<file path="src/design/fault_qual_params.svh">
// Register offsets, field positions, reset values and timing counts of the fault qualifier.
`ifndef FAULT_QUAL_PARAMS_SVH
`define FAULT_QUAL_PARAMS_SVH

// ==========================================================================
// Register offsets
`define CFC_ADDR 8'h22
`define THRESH_ADDR 8'h23
`define STATUS_ADDR 8'h24
`define MASK_ADDR 8'h25
`define MODE_ADDR 8'h26
`define ERR_ADDR 8'h27

// ==========================================================================
// Field positions of the consecutive fault count control register
`define CFC_TIMEOUT_BIT 7
`define CFC_CRIT_HI 6
`define CFC_CRIT_LO 4
`define CFC_EVT_HI 3
`define CFC_EVT_LO 1
`define CFC_RESET 8'h70
`define CFC_WMASK 8'hfe

// ==========================================================================
// Bus clock low timeout
`define TIMEOUT_MS 30
`define CLK_HZ 25000000
`define TIMEOUT_CYCLES ((`TIMEOUT_MS * `CLK_HZ) / 1000)

`endif

</file>
<file path="src/design/fault_qual_pkg.sv">
// Types shared by the fault qualifier design files.
package fault_qual_pkg;

   // One conversion result of one channel, a raw temperature and diode fault flag; the qualifier compares it.
   typedef struct packed {
      logic [7:0] temp;
      logic diode_fault;
   } meas_t;

   // Limits applied to one channel.
   typedef struct packed {
      logic [7:0] high;
      logic [7:0] low;
      logic [7:0] crit;
   } limits_t;

   // Event output drive style.
   typedef enum logic {
      MODE_INTERRUPT,
      MODE_COMPARATOR
   } event_mode_t;

endpackage

</file>
<file path="src/design/chan_qualifier.sv">
// One channel of consecutive fault and critical limit qualification.
`include "fault_qual_params.svh"

module chan_qualifier
   import fault_qual_pkg::*;
#(
   parameter int CNT_W = 3
) (
   // Clock and reset
   input wire logic mclk,
   input wire logic arst_n,
   // Measurement
   input wire logic meas_valid,
   input wire meas_t meas,
   input wire limits_t lim,
   input wire logic [7:0] hyst,
   // Configuration
   input wire event_mode_t mode,
   input wire logic [CNT_W-1:0] evt_need,
   input wire logic [CNT_W-1:0] crit_need,
   // Results
   output logic evt_fire,
   output logic evt_level,
   output logic crit_level,
   output logic [1:0] err_bits,
   output logic [CNT_W-1:0] evt_cnt,
   output logic [CNT_W-1:0] crit_cnt
);

   // Elaboration check: the counters must be able to hold a threshold of four.
   if (CNT_W < 3) begin : g_cnt_w_check
      $error("CNT_W too small for a threshold of four");
   end

   logic high_viol, low_viol, bad_int, bad_cmp, below_hyst, crit_over, below_crit_hyst;
   logic [CNT_W-1:0] evt_cnt_q, evt_cnt_d, crit_cnt_q;
   logic evt_level_q, crit_level_q, evt_fire_q;
   logic [1:0] err_q;
   logic [8:0] hi_minus_h, crit_minus_h;

   // Limit comparisons; hysteresis thresholds are signed-safe by a guard bit.
   assign high_viol = meas.temp > lim.high;
   assign low_viol = meas.temp <= lim.low;
   assign bad_int = high_viol | low_viol | meas.diode_fault;
   assign bad_cmp = high_viol;
   assign hi_minus_h = {1'b0, lim.high} - {1'b0, hyst};
   assign crit_minus_h = {1'b0, lim.crit} - {1'b0, hyst};
   assign below_hyst = !hi_minus_h[8] && ({1'b0, meas.temp} < hi_minus_h);
   assign crit_over = meas.temp > lim.crit;
   assign below_crit_hyst = !crit_minus_h[8] && ({1'b0, meas.temp} < crit_minus_h);

   // Next event count for the current mode.
   always_comb begin
      evt_cnt_d = evt_cnt_q;
      if (mode == MODE_INTERRUPT) begin
         if (!bad_int) evt_cnt_d = '0;
         else if (evt_cnt_q + 1'b1 >= evt_need) evt_cnt_d = '0;
         else evt_cnt_d = evt_cnt_q + 1'b1;
      end else begin
         if (evt_level_q) begin
            if (below_hyst) evt_cnt_d = '0;
         end else if (!bad_cmp) evt_cnt_d = '0;
         else if (evt_cnt_q < evt_need) evt_cnt_d = evt_cnt_q + 1'b1;
      end
   end

   // Event counter and comparator level; counters only move on a result.
   always_ff @(posedge mclk or negedge arst_n) begin
      if (!arst_n) begin
         evt_cnt_q <= '0;
         evt_level_q <= 1'b0;
         evt_fire_q <= 1'b0;
         err_q <= 2'h0;
      end else begin
         evt_fire_q <= 1'b0;
         if (meas_valid) begin
            evt_cnt_q <= evt_cnt_d;
            if (mode == MODE_INTERRUPT) begin
               evt_level_q <= 1'b0;
               if (bad_int && (evt_cnt_q + 1'b1 >= evt_need)) begin
                  evt_fire_q <= 1'b1;
                  err_q <= {high_viol, low_viol | meas.diode_fault};
               end
            end else if (evt_level_q) begin
               if (below_hyst) evt_level_q <= 1'b0;
            end else if (bad_cmp && (evt_cnt_q + 1'b1 >= evt_need)) begin
               evt_level_q <= 1'b1;
               err_q <= 2'h2;
            end
         end
      end
   end

   // Critical counter and level; the level holds until below limit minus hysteresis.
   always_ff @(posedge mclk or negedge arst_n) begin
      if (!arst_n) begin
         crit_cnt_q <= '0;
         crit_level_q <= 1'b0;
      end else if (meas_valid) begin
         if (crit_level_q) begin
            if (below_crit_hyst) begin
               crit_cnt_q <= '0;
               crit_level_q <= 1'b0;
            end
         end else if (!crit_over) begin
            crit_cnt_q <= '0;
         end else if (crit_cnt_q + 1'b1 >= crit_need) begin
            crit_cnt_q <= crit_need;
            crit_level_q <= 1'b1;
         end else begin
            crit_cnt_q <= crit_cnt_q + 1'b1;
         end
      end
   end

   assign evt_fire = evt_fire_q;
   assign evt_level = evt_level_q;
   assign crit_level = crit_level_q;
   assign err_bits = err_q;
   assign evt_cnt = evt_cnt_q;
   assign crit_cnt = crit_cnt_q;

endmodule // chan_qualifier

</file>
<file path="src/design/consecutive_fault_qualifier.sv">
// Top level of the two-channel consecutive fault qualifier with its register port.
//
// The address-and-strobe port was left to the implementer.
`include "fault_qual_params.svh"

module consecutive_fault_qualifier
   import fault_qual_pkg::*;
#(
   parameter int NCH = 2,
   parameter int TIMEOUT_CYC = `TIMEOUT_CYCLES
) (
   // Clock and reset
   input wire logic mclk,
   input wire logic arst_n,
   // Register port
   input wire logic [7:0] reg_addr,
   input wire logic [7:0] reg_wdata,
   input wire logic reg_wr,
   input wire logic reg_rd,
   output logic [7:0] reg_rdata,
   // Conversion results, one valid strobe per channel
   input wire logic [NCH-1:0] meas_valid,
   input wire meas_t [NCH-1:0] meas,
   input wire limits_t [NCH-1:0] lim,
   input wire logic [7:0] hyst,
   // Serial bus clock line and protocol reset
   input wire logic bus_clock_line,
   output logic bus_proto_reset,
   // Event pin, open drain, active low
   output logic event_n_o,
   output logic event_n_oe,
   // Critical pin, active low
   output logic crit_n,
   // Interrupt
   output logic irq
);

   // Elaboration checks: the status and mask bytes hold at most eight channels; the error byte holds four.
   if (NCH < 1 || NCH > 8) begin : g_nch_check
      $error("NCH must be 1 to 8");
   end
   if (TIMEOUT_CYC < 1) begin : g_timeout_check
      $error("TIMEOUT_CYC must be positive");
   end

   // ========================================================================
   // Registers

   logic [7:0] cfc_q, mask_q, irq_mask_q, rdata_q;
   logic [NCH-1:0] status_q;
   logic [1:0] err_q [NCH];
   event_mode_t mode_q;
   logic [2:0] evt_need, crit_need;
   logic [NCH-1:0] fire, lvl, clvl;
   logic [1:0] eb [NCH];
   logic [7:0] err_flat;
   logic status_rd;

   // Field decode: one plus the number of set bits, which covers undocumented codes.
   function automatic logic [2:0] need_of(input logic [2:0] f);
      need_of = 3'h1 + {2'h0, f[0]} + {2'h0, f[1]} + {2'h0, f[2]};
   endfunction

   assign evt_need = need_of(cfc_q[`CFC_EVT_HI:`CFC_EVT_LO]);
   assign crit_need = need_of(cfc_q[`CFC_CRIT_HI:`CFC_CRIT_LO]);

   // Configuration registers; bit 0 of the count register is never stored.
   always_ff @(posedge mclk or negedge arst_n) begin
      if (!arst_n) begin
         cfc_q <= `CFC_RESET;
         mask_q <= 8'h00;
         irq_mask_q <= 8'h00;
         mode_q <= MODE_INTERRUPT;
      end else if (reg_wr) begin
         case (reg_addr)
            `CFC_ADDR: cfc_q <= reg_wdata & `CFC_WMASK;
            `MASK_ADDR: mask_q <= reg_wdata;
            `THRESH_ADDR: irq_mask_q <= reg_wdata;
            `MODE_ADDR: mode_q <= reg_wdata[0] ? MODE_COMPARATOR : MODE_INTERRUPT;
            default: ;
         endcase
      end
   end

   // ========================================================================
   // Channels; each owns its counters so a trigger on one leaves the others alone.
   genvar g;
   generate
      for (g = 0; g < NCH; g++) begin : ch
         chan_qualifier #(.CNT_W(3)) u_q (
            .mclk(mclk),
            .arst_n(arst_n),
            .meas_valid(meas_valid[g]),
            .meas(meas[g]),
            .lim(lim[g]),
            .hyst(hyst),
            .mode(mode_q),
            .evt_need(evt_need),
            .crit_need(crit_need),
            .evt_fire(fire[g]),
            .evt_level(lvl[g]),
            .crit_level(clvl[g]),
            .err_bits(eb[g]),
            .evt_cnt(),
            .crit_cnt()
         );
      end
   endgenerate

   // ========================================================================
   // Status: a fired channel sets its sticky bit; a read clears, but a set wins.
   assign status_rd = reg_rd && (reg_addr == `STATUS_ADDR);

   always_ff @(posedge mclk or negedge arst_n) begin
      if (!arst_n) begin
         status_q <= '0;
      end else begin
         for (int i = 0; i < NCH; i++) begin
            if (fire[i] || (mode_q == MODE_COMPARATOR && lvl[i])) status_q[i] <= 1'b1;
            else if (status_rd) status_q[i] <= 1'b0;
         end
      end
   end

   // Last error condition per channel: bit 1 high, bit 0 low or fault.
   always_ff @(posedge mclk or negedge arst_n) begin
      if (!arst_n) begin
         for (int i = 0; i < NCH; i++) err_q[i] <= 2'h0;
      end else begin
         for (int i = 0; i < NCH; i++) begin
            if (fire[i] || lvl[i]) err_q[i] <= eb[i];
         end
      end
   end

   always_comb begin
      err_flat = 8'h00;
      for (int i = 0; i < NCH && i < 4; i++) begin
         err_flat[2*i +: 2] = err_q[i];
      end
   end

   // ========================================================================
   // Read port; data stand in the cycle after the strobe only.
   always_ff @(posedge mclk or negedge arst_n) begin
      if (!arst_n) begin
         rdata_q <= 8'h00;
      end else if (reg_rd) begin
         case (reg_addr)
            `CFC_ADDR: rdata_q <= cfc_q & `CFC_WMASK;
            `MASK_ADDR: rdata_q <= mask_q;
            `THRESH_ADDR: rdata_q <= irq_mask_q;
            `STATUS_ADDR: rdata_q <= 8'(status_q);
            `MODE_ADDR: rdata_q <= {7'h00, mode_q == MODE_COMPARATOR};
            `ERR_ADDR: rdata_q <= err_flat;
            default: rdata_q <= 8'h00;
         endcase
      end else begin
         rdata_q <= 8'h00;
      end
   end

   assign reg_rdata = rdata_q;

   // ========================================================================
   // Event pin. Interrupt mode latches on the sticky status; comparator mode
   // follows each channel's level. Masking gates only this pin.
   logic [NCH-1:0] evt_src;
   logic event_q, crit_q;

   always_comb begin
      for (int i = 0; i < NCH; i++) begin
         evt_src[i] = (mode_q == MODE_INTERRUPT ? status_q[i] : lvl[i]) & ~mask_q[i];
      end
   end

   always_ff @(posedge mclk or negedge arst_n) begin
      if (!arst_n) begin
         event_q <= 1'b0;
         crit_q <= 1'b0;
      end else begin
         event_q <= |evt_src;
         crit_q <= |clvl;
      end
   end

   assign event_n_o = 1'b0;
   assign event_n_oe = event_q;
   assign crit_n = ~crit_q;
   assign irq = |(status_q & irq_mask_q[NCH-1:0]);

   // ========================================================================
   // Bus clock low timeout. A plain counter; it never runs while disabled.
   localparam int TW = $clog2(TIMEOUT_CYC + 1);
   logic [TW-1:0] low_cnt_q;
   logic proto_rst_q;

   always_ff @(posedge mclk or negedge arst_n) begin
      if (!arst_n) begin
         low_cnt_q <= '0;
         proto_rst_q <= 1'b0;
      end else begin
         proto_rst_q <= 1'b0;
         if (!cfc_q[`CFC_TIMEOUT_BIT] || bus_clock_line) begin
            low_cnt_q <= '0;
         end else if (low_cnt_q == TW'(TIMEOUT_CYC)) begin
            proto_rst_q <= 1'b1;
            low_cnt_q <= '0;
         end else begin
            low_cnt_q <= low_cnt_q + 1'b1;
         end
      end
   end

   assign bus_proto_reset = proto_rst_q;

endmodule // consecutive_fault_qualifier

</file>
<file path="config.mk">
export PLATFORM = sky130hd
export DESIGN_NAME = consecutive_fault_qualifier
export DESIGN_NICKNAME = d
export VERILOG_FILES = /design/src/design/fault_qual_pkg.sv /design/src/design/chan_qualifier.sv /design/src/design/consecutive_fault_qualifier.sv
export VERILOG_INCLUDE_DIRS = /design/src /design/src/design
export SDC_FILE = /design/constraint.sdc
export NUM_CORES = 1
export LEC_CHECK = 0
export ABC_CLOCK_PERIOD_IN_PS = 2950
export BUFFER_PORTS_ARGS = -buffer_cell sky130_fd_sc_hd__buf_2
export CORE_MARGIN = 1.5
export CORE_UTILIZATION = 35
export CTS_CLUSTER_SIZE = 8
export DETAILED_ROUTE_END_ITERATION = 6
export GPL_TIMING_DRIVEN = 0
export PLACE_DENSITY = 0.55
export REMOVE_ABC_BUFFERS = 1
export SYNTH_ARGS = -nofsm -noshare
export SYNTH_HDL_FRONTEND = slang
export SYNTH_SLANG_ARGS = --single-unit
</file>
<file path="constraint.sdc">
create_clock -name mclk -period 2.95 [get_ports mclk]
set_input_delay 0.1475 -clock mclk [delete_from_list [all_inputs] [get_ports mclk]]
set_output_delay 0.1475 -clock mclk [all_outputs]
set_load 0.1 [all_outputs]
</file>
Yosys cells after proc, flatten, opt, wreduce, memory -nomap -nowiden
Index checks and enable logic that the tools add are counted.
{"block": "totals", "regBits": 83, "latch_bits": 0, "mem_bits_rw": 0, "mem_bits_ro": 0, "input_bits": 97, "out_inout_bits": 13, "word_cells": 187, "n_memories": 0}
{"block": "op_classes", "add_sub_neg": 15, "multipliers": 0, "div": 0, "magnitude_cmp": 16, "eq_ne": 17, "n_shift": 0, "mux": 64, "n_bitwise": 12, "reduce_logical": 38}
{"op": "3-bit 2-to-1 mux", "count": 22}
{"op": "8-bit by 6-bit equality test with 1-bit output (second input constant)", "count": 6}
{"op": "8-bit one-hot mux with 6 select lines", "count": 1}
{"op": "20-bit 2-to-1 mux", "count": 2}
{"op": "8-bit by 9-bit < comparator with 1-bit output", "count": 4}
{"op": "8-bit by 8-bit subtractor with 9-bit output", "count": 4}
{"op": "8-bit greater-than comparator", "count": 4}
{"op": "1-bit 2-to-1 mux", "count": 30}
{"op": "20-bit by 1-bit adder with 20-bit output (second input constant)", "count": 1}
{"op": "20-bit equality test (second input constant)", "count": 1}
{"op": "8-bit <= comparator", "count": 2}
{"op": "2-bit 2-to-1 mux", "count": 8}
{"op": "3-bit by 1-bit adder with 3-bit output (second input constant)", "count": 4}
{"op": "3-bit >= comparator", "count": 4}
{"op": "2-bit AND reduction", "count": 6}
{"op": "1-bit logical AND", "count": 11}
{"op": "8-bit 2-to-1 mux", "count": 1}
{"op": "2-bit by 1-bit inequality test with 1-bit output (second input constant)", "count": 4}
{"op": "4-bit inequality test (second input constant)", "count": 2}
{"op": "4-bit AND reduction", "count": 2}
{"op": "2-bit nonzero test", "count": 4}
{"op": "2-bit by 1-bit adder with 3-bit output", "count": 2}
{"op": "3-bit by 1-bit adder with 3-bit output", "count": 2}
{"op": "3-bit < comparator", "count": 2}
{"op": "11 further kinds", "count": 33}

Longest topological paths before layout
Gate-level depths: netlist of the first run.
{"block": "logic_depth", "word_depth": 8, "depth_mapped": 16, "mapped_depth_nobuf": 16}

By module
From an unflattened synthesis of the first run, not the netlist that was laid out.
{"block": "hier_totals", "hier_cells": 817, "hier_area_um2": 7583.5}
{"mod": "chan_qualifier", "instances": 2, "cells_per_inst": 273, "area_each_um2": 2284.7, "seq_area_each_um2": 275.3}
{"mod": "consecutive_fault_qualifier", "instances": 1, "cells_per_inst": 271, "area_each_um2": 3014.1, "seq_area_each_um2": 1530.2}

Worst setup path before layout of the first run
Ideal clock, no wire load.
{"block": "synth_path", "path_type": "in2reg", "from": "in hyst[1]", "to": "reg ch[1].u_q.crit_cnt_q[0]", "setup_ns": 0.121, "arrival_ns": 2.793, "required_time_ns": 2.829, "path_slack_ns": 0.036, "cell_stages": 15, "path_buffers": 0, "path_cell_list": "inv_1 ha_1 nor2b_1 o21ai_0 a21oi_1 o21a_1 nor2_1 xor2_1 ha_1 a21o_1 a21o_1 a211o_1 nand2_1 o2111ai_1 a22o_1"}
{"block": "synth_via", "elab_chain_cells": 5, "word_cells_on_any_way": 6, "classes_between": "1 x add/sub; 1 x order compare; 1 x eq/ne; 3 x reduce/logical"}
{"element": "start, declared", "line": "consecutive_fault_qualifier.sv:25", "text": "input wire logic [7:0] hyst,"}
{"element": "8-bit by 8-bit subtractor with 9-bit output *", "line": "chan_qualifier.sv:47", "text": "assign crit_minus_h = {1'b0, lim.crit} - {1'b0, hyst};"}
{"element": "8-bit by 9-bit < comparator with 1-bit output or 1-bit logical NOT (tied branches)", "line": "chan_qualifier.sv:50", "text": "assign below_crit_hyst = !crit_minus_h[8] && ({1'b0, meas.temp} < crit_minus_h);"}
{"element": "1-bit logical AND *", "line": "chan_qualifier.sv:50"}
{"element": "2-bit by 1-bit inequality test with 1-bit output (no line) *"}
{"element": "2-bit AND reduction (no line) *"}
{"element": "end signal, assigned", "line": "chan_qualifier.sv:108", "text": "crit_cnt_q <= crit_need;"}
{"element": "end signal, assigned", "line": "chan_qualifier.sv:111", "text": "crit_cnt_q <= crit_cnt_q + 1'b1;"}
{"element": "end, declared", "line": "chan_qualifier.sv:36", "text": "logic [CNT_W-1:0] evt_cnt_q, evt_cnt_d, crit_cnt_q;"}
Mark *: on every way between the ends. The rest lies on a longest branch, timed or not.
A chain may end at the register's enable or synchronous reset.

Final worst setup path of the first run
{"block": "layout_path", "from": "in lim[16] in the netlist's numbering", "to": "reg ch[0].u_q.evt_cnt_q[2]"}
{"block": "layout_via", "elab_chain_cells": 5, "word_cells_on_any_way": 14, "classes_between": "1 x add/sub; 2 x order compare; 2 x eq/ne; 4 x mux; 2 x bitwise; 3 x reduce/logical"}
{"element": "start, declared", "line": "consecutive_fault_qualifier.sv:24", "text": "input wire limits_t [NCH-1:0] lim,"}
{"element": "8-bit by 8-bit subtractor with 9-bit output or 8-bit greater-than comparator (tied branches)", "line": "chan_qualifier.sv:46, chan_qualifier.sv:42"}
{"element": "8-bit by 9-bit < comparator with 1-bit output, or another cell as far along", "line": "chan_qualifier.sv:48", "text": "assign below_hyst = !hi_minus_h[8] && ({1'b0, meas.temp} < hi_minus_h);"}
{"element": "1-bit logical AND or 1-bit bitwise OR (tied branches)", "line": "chan_qualifier.sv:48, chan_qualifier.sv:44"}
{"element": "3-bit by 2-bit inequality test with 1-bit output (no line) or 3-bit 2-to-1 mux (tied branches)"}
{"element": "3-bit AND reduction (no line) or 3-bit 2-to-1 mux (tied branches)"}
{"element": "end signal, assigned", "line": "chan_qualifier.sv:77", "text": "evt_cnt_q <= evt_cnt_d;"}
{"element": "end, declared", "line": "chan_qualifier.sv:36"}
Parallel ways exist; a longest one is shown, timed or not.

==> results of run 1 <==
cells in the final DEF, fill, tap and decap left out, types with 9 or more instances in the layout:
cell type	netlist	layout
mux2_2	27	27
buf_4	2	11
dfrtp_1	80	80
nand2_1	52	50
nand4_1	18	18
o21a_1	13	13
xnor2_1	15	15
o31ai_1	10	10
buf_2	4	104
nor2b_1	16	15
a21o_1	12	12
inv_1	97	93
a21oi_1	53	48
nor2_1	60	59
ha_1	138	134
clkbuf_16	0	9
o21ai_0	54	46
nand3_1	11	11
xor2_1	20	20
nand2b_1	16	16
o211ai_1	11	11
o21ai_1	1	9
logic make-up after synthesis:
| group | synth area share [%] |
|---|---|
| and+or+nand+nor | 14.8 |
| xor gates and xnor gates | 4.15 |
| DFF | 28.2 |
| other | 0.0508 |
| AOI/OAI and AO/OA | 18.2 |
| adders and majority gates | 24.5 |
| buffers and inverters | 5.76 |
| muxes | 4.39 |
layer usage:
layer | routed length [µm] | vias up | global-route usage, %
li1 | - | 3169 | -
met1 | 8600 | 2888 | 21.8
met2 | 8100 | 79 | 27.5
met3 | 451 | 15 | 2.39
met4 | 181 | 0 | 3.47
met5 | 0 | - | 0
power groups by stage:
stage	registers, mW	clock network [mW]	logic (mW)
6_report	1.42	1.23	1.70
4_1_cts	1.42	1.26	1.65
3_3_place_gp	1.44	0	1.58
5_1_grt	1.45	1.31	1.96
3_5_place_dp	1.44	0	1.60
2_1_floorplan	1.40	0	1.20
registers in the layout, indices dropped and copies added (netlist names), 6 cells and up:
name / flops
ch.u_q.crit_cnt: 6
reg_rdata: 8
mask_q: 8
ch.u_q.evt_cnt: 6
cfc_q: 7
low_cnt_q: 20
irq_mask_q: 8
cell type report:
type	instances	area, µm²	area share (%)
clock buffers	9	225	2.55
clock inverters	7	101	1.15
inverters	97	368	4.16
multi-input cells	630	5000	56.7
flip-flops and latches	83	2080	23.6
well taps	270	338	3.82
repair buffers	123	716	8.10
what timing repair did:
item	4_1_cts	5_1_grt
hold endpoints to repair	19	0
buffers inserted	5	7
endpoints found under the setup margin	8	15
resized for setup	12	34
pin swaps	2	32
hold buffers	2	0
worst reg2reg max path, cell delays in order, from the launching register on:
cell and delay (ns):
dfstp_2 0.51, inv_1 0.06, ha_1 0.27, inv_1 0.04, ha_1 0.17, ha_1 0.27, inv_1 0.08, ha_1 0.30
a21o_1 0.15, a21oi_1 0.41, a21oi_1 0.14, o31ai_1 0.25
worst min-delay path by stage:
| stage | from | endpoint | slack (ns) | cells past startpoint |
|---|---|---|---|---|
| 2_1_floorplan | arst_n | bus_proto_reset$_DFF_PN0_ | -0.15 | 0 |
| 3_3_place_gp | bus_clock_line | bus_proto_reset$_DFF_PN0_ | 0.35 | 2 |
| 3_5_place_dp | arst_n | bus_proto_reset$_DFF_PN0_ | 0.06 | 1 |
| 4_1_cts | reg_wdata[6] | cfc_q[6]$_DFFE_PN1P_ | 0.03 | 3 |
| 5_1_grt | reg_wdata[5] | cfc_q[5]$_DFFE_PN1P_ | 0.06 | 2 |
| 6_report | reg_wdata[1] | cfc_q[1]$_DFFE_PN0P_ | 0.05 | 3 |
through the flow:
step                TNS [ns]  setup WS [ns]  utilization (%)
CTS                        0         0.0512             42.3
global route         -0.0198        -0.0198             43.1
floorplan                  0         0.0363                -
global placement       -5.76         -0.537             40.0
detailed placement     -5.87         -0.548             40.2
finish                     0          0.196             43.1
==> impl_results.md, run 1 <==
- Crit path max fanout: 3
- H-tree depth: 3
- Critical path, cell by cell: buf_6 > inv_1 > ha_4 > fa_2 > nor2b_2 > o2111ai_2 > nand3b_1 > xnor2_1 > ha_1 > a211o_1 > nor4_2 > o31a_1 > o221ai_2 > o21bai_4 > o211ai_1
- Sequential fraction of the synthesis area: ~28%
- Critical Path Max Stage Delay: approximately 0.37 ns
- Routed Antenna Nets: 0
- Worst EP required: 3.21 ns
- Drt pass-1 iters: 4
- TritonCTS clock tree: yes
- Hold/Removal Path Class: input pin to register
- Reg-to-reg critical path startpoint: cfc_q[4]$_DFFE_PN1P_
- Reg2reg setup slack: 0.22 ns
- Count of input and output buffers: 108
- Delay-heaviest family, CP: compound AO/OA/AOI/OAI gates
- Cell area after synthesis: 7380 µm²
- Slew @ Worst Pin: around 0.81 ns
- Cell taking the most area after synthesis: dfrtp_1
- Worst slew margin: 45.6%
- Switching Share: 35.5%
- Crit path from: lim[16]
- CP Depth: 15
- YS warnings: 0
- Dpl cells: 1189
- Startpoint Class: input pin
- Share of cells above drive strength 1: a little over a fifth
- Post-synth top area share: roughly 27%
- Max-slew violations: 0
- Worst Setup End Kind: register
- Remaining global-route overflow: 0
- NetSw: 1.54 mW
- EDFF count, synth: 0
- Clock buffer depth: 2
- Crit path capture: ch[0].u_q.evt_cnt[2]$_DFFE_PN0P_
- Synth top cells by count: 138 x ha_1, 97 x inv_1, 80 x dfrtp_1
- Die height: 148 µm
- Dpl cell area: 8230 µm²
- Main synth FF type: dfrtp_1
- Vias/cell: 5.05
- Buffers & Inverters on Critical Path: 2
- Cell internal pwr: 2.81 mW
- Via Count: approximately 6200
- Worst r2r path cells: 11
- Die Area: 22000 µm²
- Clock transition at path regs: 0.06 ns
- Minimum clock period: 2.75 ns
- IO Pins: 110
- CTS buffer count: 9
- DP HPWL: 14100 µm
- Combinational share of power: 39.1%
- Top-count cell post-synth: ha_1
- Power per Cell Area: 492 nW/µm²
- Final setup fails: 0
- Filler Cells Inserted: 2095
- Global placement routability congestion: 0.817
- Async S/R FF share, synth: 100%
- Fin nets: 1183
- Top cells by area, synth: dfrtp_1 27%, ha_1 23%, inv_1 4.9%, mux2_2 4.1%, o21ai_0 3.7%
- # DRC: 0
- Root Driver: clkbuf_16
- Final Skew: just under 0.004 ns
- First-pass GRT wire length: approximately 29000 µm
- Initial DRC Count: roughly 160
- ANT cells: 0
- Synthesized instance count: approximately 800
- Core area: 20500 µm²
- Layout area overhead: 19.6%
- Starting density of the core: 36.0%
- Seq pwr share: 32.7%
- Leak: 4.40 nW
- Clk_lat worst skew: 0.34 ns
- Number of global-route vias before repair: 6081
- Crit Path Class: input pin to register
- Final instance area: ~9000 µm²
- Clock sinks: between 80 and 90
- Achievable frequency: between 300 and 400 MHz
- Final hold violations: 0
- Largest net degree at the start of global routing: 66
- Fin crit share: 93.4%
- Synth Register Bits: 83
- Die Wd: between 100 and 150 µm
- Final WL: 17300 µm
- Site Rows: 52
- Clock power frac: 28.3%
- Max Cap Violations: 0
- Worst EP arrival: 3.01 ns
- Post-Layout Cell Count: 1219
- Peak supply drop: 0.262 mV
- Synth unique cells: 65
- Overall Power: around 4.3 mW
- Initial antenna violation count: 0
- Mean Syn Cell Area: 8.97 µm²
- Total GRT Usage: 16.2%
- Final hold slack: roughly 0.046 ns
- CP max stage cell: fa_2
- Outcome: complete, no violations
- Worst reg2reg endpoint: ch[0].u_q.crit_cnt[1]$_DFFE_PN0P_
- Post-DR wirelength/cell: 14.2 µm
Power figures use the tool's default switching activity.
==> run 2, diff against run 1 <==
--- a/config.mk
+++ b/config.mk
@@ -6,7 +6,7 @@
 export SDC_FILE = /design/constraint.sdc
 export NUM_CORES = 1
 export LEC_CHECK = 0
-export ABC_CLOCK_PERIOD_IN_PS = 2950
+export ABC_CLOCK_PERIOD_IN_PS = 2750
 export BUFFER_PORTS_ARGS = -buffer_cell sky130_fd_sc_hd__buf_2
 export CORE_MARGIN = 1.5
 export CORE_UTILIZATION = 35
==> constraint.sdc (replaced) <==
create_clock -name mclk -period 2.75 [get_ports mclk]
set_input_delay 0.1375 -clock mclk [delete_from_list [all_inputs] [get_ports mclk]]
set_output_delay 0.1375 -clock mclk [all_outputs]
set_load 0.1 [all_outputs]
==> run 2 against run 1 <==
  * Critical path type unchanged
  * Wire length rose by 2.3%
  * Via count rose by 0.83%
  * Clock skew rose by 0.0014 ns
  * Combinational power rose by 18%
  * Sequential power rose by 8%
  * Final cell count rose by 0.82%
  * Cell area rose by 2.8%
  * Global-route usage rose by 0.17 points
  * Clock power rose by 7%
  * Critical endpoint is now ch[1].u_q.crit_cnt[0]$_DFFE_PN0P_
  * Count of clock-buffer cells in the layout did not move
  * Die area did not move
==> impl_results.md, run 2 (synthesis results as in run 1) <==
- Cell internal pwr: 3.11 mW (+11%)
- Die Wd: 148 µm (unchanged)
- NetSw: 1.75 mW (+13%)
- Clock buffer depth: 2 (unchanged)
- Initial antenna violation count: 0 (unchanged)
- Delay-heaviest family, CP: compound AO/OA/AOI/OAI gates
- Post-Layout Cell Count: 1229 (+0.82%)
- Multi-input gate area: 5180 µm² (+3.6%)
- Minimum clock period: 2.75 ns
- Leak: 4.49 nW (+2.1%)
- Critical path, cell by cell: buf_12 > clkinvlp_4 > buf_6 > buf_6 > fa_2 > a21o_1 > a21oi_2 > o21bai_1 > a21oi_1 > xor2_1 > ha_1 > a21o_1 > a211o_1 > nand2_2 > o2111ai_4 > a21oi_2 > a22o_1
- DP HPWL: 14100 µm (unchanged)
- Clock sinks: 83 (unchanged)
- Root Driver: clkbuf_16
- Layout Utilization: 44.3% (+1.2 points)
- Die Area: 22000 µm² (unchanged)
- PnR worst setup slack: 0.000280 ns (-0.195 ns)
- Layout area overhead: 22.9%
- Combinational share of power: 41.4% (+2.3 points)
- Reg2reg setup slack: 0.10 ns (-0.12 ns)
- Site Rows: 52 (unchanged)
- Critical Path Max Stage Delay: 0.34 ns (-0.03 ns)
- Final WL: 17700 µm (+2.3%)
- Crit path max fanout: 6 (+3)
- Remaining global-route overflow: 0 (unchanged)
- Fin nets: 1193 (+0.85%)
- Worst EP arrival: 3.03 ns (+0.02 ns)
- CTS buffer count: 9 (unchanged)
- Routed Antenna Nets: 0 (unchanged)
- Dpl cell area: 8230 µm² (unchanged)
- Final hold violations: 0 (unchanged)
- Share of cells above drive strength 1: 25.3% (+3.9 points)
- Setup WS pre-CTS: -0.738 ns (-0.190 ns)
- Biggest register: low_cnt_q
- Power per Cell Area: 535 nW/µm² (+8.6%)
- Initial DRC Count: 179 (+15%)
- Dpl cells: 1189 (unchanged)
- Number of global-route vias before repair: 6118 (+0.61%)
- ANT cells: 0 (unchanged)
- H-tree depth: 3 (unchanged)
- Buffers & Inverters on Critical Path: 4 (+2)
- Total GRT Usage: 16.4% (+0.17 points)
- IO Pins: 110 (unchanged)
- Most frequent cells in the layout: 133 x ha_1, 106 x buf_2, 91 x inv_1, 80 x dfrtp_1, 57 x nor2_1
- Crit Path Class: input pin to register
- Drt pass-1 iters: 4 (unchanged)
- Hold/Removal Path Class: input pin to register
- Startpoint Class: input pin
- Max-slew violations: 0 (unchanged)
- Achievable frequency: about 360 MHz
- Final instance area: 9080 µm² (+2.8%)
- Slew @ Worst Pin: 0.813 ns (+0.00184 ns)
- Commonest non-fill, non-tap cell in the layout: ha_1
- Final setup fails: 0 (unchanged)
- Number of flip-flops in the largest register: 20 (unchanged)
- Via Count: 6202 (+0.83%)
- Post-DR wirelength/cell: 14.4 µm (+1.4%)
- Filler Cells Inserted: 2076 (-0.91%)
- Die height: 148 µm (unchanged)
- # DRC: 0 (unchanged)
- Clk_lat worst skew: 0.34 ns (about the same)
- RSZ-0062 raised after global routing: true
- Largest net degree at the start of global routing: 66 (unchanged)
- Global placement routability congestion: 0.817 (unchanged)
- Switching Share: 35.9% (+0.46 points)
- CP max stage cell: fa_2
- Max Cap Violations: 0 (unchanged)
- Peak supply drop: 0.280 mV (+7.0%)
- Worst EP required: 3.03 ns (-0.18 ns)
- Storage cell area: 2080 µm² (unchanged)
- Starting density of the core: 36.0% (unchanged)
- First-pass GRT wire length: 28900 µm (+0.92%)
- Overall Power: 4.85 mW (+12%)
- TritonCTS clock tree: yes
- Worst Setup End Kind: register
- Fin crit share: 100%
- Clock transition at path regs: 0.06 ns (about the same)
- Vias/cell: 5.05 (about the same)
- Final Skew: 0.00524 ns (+0.00140 ns)
- Count of input and output buffers: 108 (unchanged)
- Outcome: complete, no violations
- Seq pwr share: 31.5% (-1.2 points)
- Clock power frac: 27.1% (-1.2 points)
- Worst slew margin: 45.4% (-0.12 points)
- Core area: 20500 µm² (unchanged)
## run 2: power groups by stage
stage | combinational [mW] | clock (mW) | sequential [mW]
4_1_cts | 1.83 | 1.36 | 1.53
3_5_place_dp | 1.72 | 0 | 1.55
3_3_place_gp | 1.70 | 0 | 1.55
6_report | 2.01 | 1.31 | 1.53
2_1_floorplan | 1.29 | 0 | 1.50
5_1_grt | 2.29 | 1.41 | 1.56
## run 2: cell type report
type	count	area share [%]
Multi-Input combinational cell	630	57.1
Sequential cell	83	22.9
Timing Repair Buffer	133	8.61
Inverter	97	4.05
Tap cell	270	3.72
Clock buffer	9	2.48
Clock inverter	7	1.12
## run 2: worst paths after layout
check	from	end	cells after the start
worst max-delay path	hyst[1]	ch[1].u_q.crit_cnt[0]$_DFFE_PN0P_	17
max in group asynchronous	arst_n	cfc_q[4]$_DFFE_PN1P_	3
min in group asynchronous	arst_n	low_cnt_q[8]$_DFF_PN0_	2
worst min-delay path	reg_wdata[4]	cfc_q[4]$_DFFE_PN1P_	3
worst max register to register	cfc_q[3]$_DFFE_PN0P_	ch[1].u_q.evt_cnt[2]$_DFFE_PN0P_	14
worst min register to register	ch[0].u_q.err_bits[1]$_DFFE_PN0P_	ch[0].u_q.err_bits[1]$_DFFE_PN0P_	2
## run 2: through the flow
stage / setup TNS (ns) / hold WS (ns)
4_1_cts: 0 / 0.0237
6_report: 0 / 0.0379
5_1_grt: -1.19 / 0.0492
3_5_place_dp: -8.91 / 0.0521
2_1_floorplan: -0.460 / -0.158
3_3_place_gp: -8.80 / 0.337
## run 2: tightest hold or removal path, stage by stage
cell     delay, ns
buf_2         0.11
nand2_1       0.05
o21ai_0       0.07
## run 2: per-layer routing
layer,global-route usage [%],vias up,wire (µm)
li1,-,3190,-
met1,21.8,2919,8790
met2,28.1,82,8390
met3,2.85,11,415
met4,2.87,0,137
met5,0,-,0
## run 2: what timing repair did
| item | in CTS | in global routing |
|---|---|---|
| hold endpoints to repair | 19 | 0 |
| pin swaps | 17 | 54 |
| resized for setup | 34 | 57 |
| hold buffers | 2 | 0 |
| endpoints found under the setup margin | 16 | 17 |
| buffers inserted | 10 | 12 |
| gates cloned | 0 | 0 |
==> run 3, diff against run 2 <==
--- a/config.mk
+++ b/config.mk
@@ -6,7 +6,8 @@
 export SDC_FILE = /design/constraint.sdc
 export NUM_CORES = 1
 export LEC_CHECK = 0
-export ABC_CLOCK_PERIOD_IN_PS = 2750
+export ABC_AREA = 1
+export ABC_CLOCK_PERIOD_IN_PS = 3000
 export BUFFER_PORTS_ARGS = -buffer_cell sky130_fd_sc_hd__buf_2
 export CORE_MARGIN = 1.5
 export CORE_UTILIZATION = 35
@@ -15,6 +16,7 @@
 export GPL_TIMING_DRIVEN = 0
 export PLACE_DENSITY = 0.55
 export REMOVE_ABC_BUFFERS = 1
+export SLEW_MARGIN = 20
 export SYNTH_ARGS = -nofsm -noshare
 export SYNTH_HDL_FRONTEND = slang
 export SYNTH_SLANG_ARGS = --single-unit
==> constraint.sdc (replaced) <==
create_clock -name mclk -period 3 [get_ports mclk]
set_input_delay 0.15 -clock mclk [delete_from_list [all_inputs] [get_ports mclk]]
set_output_delay 0.15 -clock mclk [all_outputs]
set_load 0.1 [all_outputs]
==> run 3 against run 2 <==
  * The flow now finishes with violations (design-rule violations)
  * Final cell count increased by 21%
  * Via count rose by 15%
  * Clock skew increased by 0.00084 ns
  * Wire length is 7.0% higher
  * Register-to-register slack better by 0.22 ns
  * Worst hold slack gained 0.031 ns
  * First-iteration DRC count rose by 18%
  * Critical path type is now register to register
  * Non-clock buffer count shrank 21
==> impl_results.md, run 3 <==
- Wire length on met3: 447 µm (+7.7%)
- Clock transition at path regs: 0.06 ns (about the same)
- Layout Utilization: 41.3% (-3.0 points)
- Overall Power: 4.47 mW (-7.8%)
- Hold/Removal Path Class: input pin to register
- TritonCTS clock tree: yes
- Final hold slack: 0.0688 ns (+0.0309 ns)
- Final setup fails: 0 (unchanged)
- H-tree depth: 3 (unchanged)
- Reg2reg setup slack: 0.32 ns (+0.22 ns)
- Top Metal Used: met4
- Sequential fraction of the synthesis area: 26.4% (-1.8 points)
- EDFF count, synth: 0 (unchanged)
- IO Pins: 110 (unchanged)
- Worst EP required: 3.23 ns (+0.20 ns)
- Cell taking the most area after synthesis: dfrtp_1
- Die height: 153 µm (+3.2%)
- PnR worst setup slack: 0.316 ns (+0.316 ns)
- Via Count: 7115 (+15%)
- Clk_lat worst skew: 0.34 ns (about the same)
- Achievable frequency: 373 MHz
- Crit path capture: ch[0].u_q.err_bits[1]$_DFFE_PN0P_
- RSZ-0062 raised after global routing: false
- Drt pass-1 iters: 6 (+2)
- Dpl cells: 1471 (+24%)
- Failing checks: design-rule violations
- Dpl cell area: 8740 µm² (+6.2%)
- Crit path from: cfc_q[3]$_DFFE_PN0P_
- Setup WS pre-CTS: 0.216 ns (+0.954 ns)
- Peak supply drop: 0.286 mV (+2.3%)
- Number of global-route vias before repair: 6791 (+11%)
- Routed Antenna Nets: 0 (unchanged)
- Post-Layout Cell Count: 1490 (+21%)
- Worst Setup End Kind: register
- Root Driver: clkbuf_16
- ANT cells: 0 (unchanged)
- Die Wd: 153 µm (+3.2%)
- Share of cells above drive strength 1: 12.8% (-13 points)
- Crit path max fanout: 6 (unchanged)
- Number of flip-flops in the largest register: 20 (unchanged)
- Filler Cells Inserted: 2344 (+13%)
- Core area: 22000 µm² (+7.1%)
- Clock sinks: 83 (unchanged)
- Storage cell area: 2080 µm² (unchanged)
- Mean Syn Cell Area: 7.21 µm² (-20%)
- Simple-gate share of the synthesized area: 26.0% (+11 points)
- DP HPWL: 15700 µm (+11%)
- Setup TNS: 0 ns (unchanged)
- Top-count cell post-synth: nand2_1
- Largest family of logic cells by synthesized area: simple AND/OR/NAND/NOR gates
- Worst slew margin: 55.4% (+10 points)
- Max Cap Violations: 0 (unchanged)
- Starting density of the core: 35.9% (-0.17 points)
- Outcome: finished, violations left
- Sum of routed wire segments on met1: 9470 µm (+7.7%)
- Synthesized instance count: 1092 (+33%)
- Top cells by area, synth: dfrtp_1 25%, ha_1 22%, nand2_1 13%, inv_1 9.3%, a21oi_1 4.8%
- Mux cell area share after synthesis: 0.429% (-4.0 points)
- Multi-input gate area: 5000 µm² (-3.5%)
- Slew @ Worst Pin: 0.668 ns (-0.145 ns)
- Cell area after synthesis: 7880 µm² (+6.6%)
- CTS buffer count: 9 (unchanged)
- Clock buffer depth: 2 (unchanged)
- Post-synth top area share: 25.4% (-1.7 points)
- # DRC: 4 (+4)
- Worst r2r path cells: 13 (-1)
- Initial antenna violation count: 0 (unchanged)
- XOR/XNOR share of the synthesized area: 3.34% (-0.81 points)
- Minimum clock period: between 2 and 3 ns
- Post-cts sizing count: 0 (-100%)
- Initial DRC Count: 212 (+18%)
- Reg-to-reg critical path startpoint: cfc_q[3]$_DFFE_PN0P_
- Die Area: 23400 µm² (+6.5%)
- Final instance area: 9070 µm² (about the same)
- Leak: 5.04 nW (+12%)
- Post-DR wirelength/cell: 12.7 µm (-12%)
- Startpoint Class: register
- Count of input and output buffers: 108 (unchanged)
- Final hold violations: 0 (unchanged)
- Area fraction in compound gates after synthesis: 10.7% (-7.5 points)
- Commonest non-fill, non-tap cell in the layout: nand2_1
- Final Skew: 0.00608 ns (+0.000839 ns)
- Most frequent cells in the layout: 276 x nand2_1, 195 x inv_1, 138 x ha_1, 107 x buf_2, 80 x dfrtp_1
- Largest net degree at the start of global routing: 49 (-26%)
- Fin crit share: 89.5%
- Main synth FF type: dfrtp_1
- Site Rows: 54 (+3.8%)
- Global placement routability congestion: 0.865 (+5.9%)
- Layout area overhead: 15.2%
- Biggest register: low_cnt_q
- Power per Cell Area: 493 nW/µm² (-7.8%)
- Synth top cells by count: 276 x nand2_1, 195 x inv_1, 138 x ha_1
- Synth Area in Adders: 22.9% (-1.5 points)
- Synth unique cells: 45 (-31%)
- Routed length on met2: 8980 µm (+7.1%)
- Fin nets: 1444 (+21%)
- Worst EP arrival: 2.92 ns (-0.11 ns)
- YS warnings: 0 (unchanged)
- Async S/R FF share, synth: 100% (unchanged)
- Max-slew violations: 0 (unchanged)
- Vias/cell: 4.78 (-5.4%)
- Final WL: 19000 µm (+7.0%)
- First-pass GRT wire length: 32200 µm (+11%)
- Synth Register Bits: 83 (unchanged)
- Remaining global-route overflow: 0 (unchanged)
- Crit Path Class: register to register
- Worst reg2reg endpoint: ch[0].u_q.err_bits[1]$_DFFE_PN0P_
- Total GRT Usage: 16.8% (+0.45 points)
## run 3: changes by cell type after synthesis, moves of 10 or more
cell,change
o31ai_1,-10
o21a_1,-12
nor3_1,+15
mux2_2,-24
a21oi_1,+22
nor2b_1,-16
o21ai_0,-17
nand3_1,+38
nand2b_1,-15
inv_1,+98
nand2_1,+224
## run 3: how the worst min path moves through the flow
stage | startpoint | endpoint | slack (ns) | cells past startpoint
after floorplan | arst_n | bus_proto_reset$_DFF_PN0_ | -0.15 | 0
after global placement | reg_wdata[0] | mode_q$_DFFE_PN0P_ | 0.41 | 3
after detailed placement | arst_n | low_cnt_q[6]$_DFF_PN0_ | 0.23 | 1
after CTS | reg_wdata[4] | cfc_q[4]$_DFFE_PN1P_ | 0.06 | 3
after global routing | reg_wdata[0] | mode_q$_DFFE_PN0P_ | 0.08 | 3
final | reg_wdata[0] | mode_q$_DFFE_PN0P_ | 0.07 | 3
## run 3: worst max-delay path, stage by stage, from the launching register on
cell      delay, ns
dfrtp_1        0.37
inv_1          0.07
ha_1           0.27
inv_1          0.04
ha_1           0.17
ha_1           0.26
inv_1          0.09
ha_1           0.29
a21oi_1        0.06
o21bai_1       0.37
nand3_1        0.14
or2_2          0.34
nand2_1        0.06
nand2_1        0.05
## run 3: what timing repair did
action / CTS / global route
setup endpoints to repair: 0 / 2
endpoints found under the hold margin: 45 / 0
hold buffers: 1 / 0
setup buffers: 0 / 2
## run 3: layout make-up
type / count / area share, %
repair buffers: 112 / 6.48
inverters: 199 / 8.23
flip-flops and latches: 83 / 22.9
multi-input cells: 800 / 55.1
clock buffers: 14 / 3.02
clock inverters: 2 / 0.386
well taps: 280 / 3.86
## run 3: layer usage
layer	GRT usage [%]	up-vias
met4	3.22	0
met3	2.21	4
met1	22.2	3235
li1	-	3792
met2	29.5	84
met5	0	-
## run 3: cells by family after synthesis
kind of cell    Yosys count
compound gates          152
xor+xnor                 30
fa+ha+maj               142
buf+inv                 209
flops                    83
mux                       3
other cells               1
simple gates            472
## run 3: power by group
part	switching, mW	internal [mW]	total (mW)
logic	1.16	0.744	1.91
clock network	0.451	0.713	1.16
registers	0.126	1.28	1.40
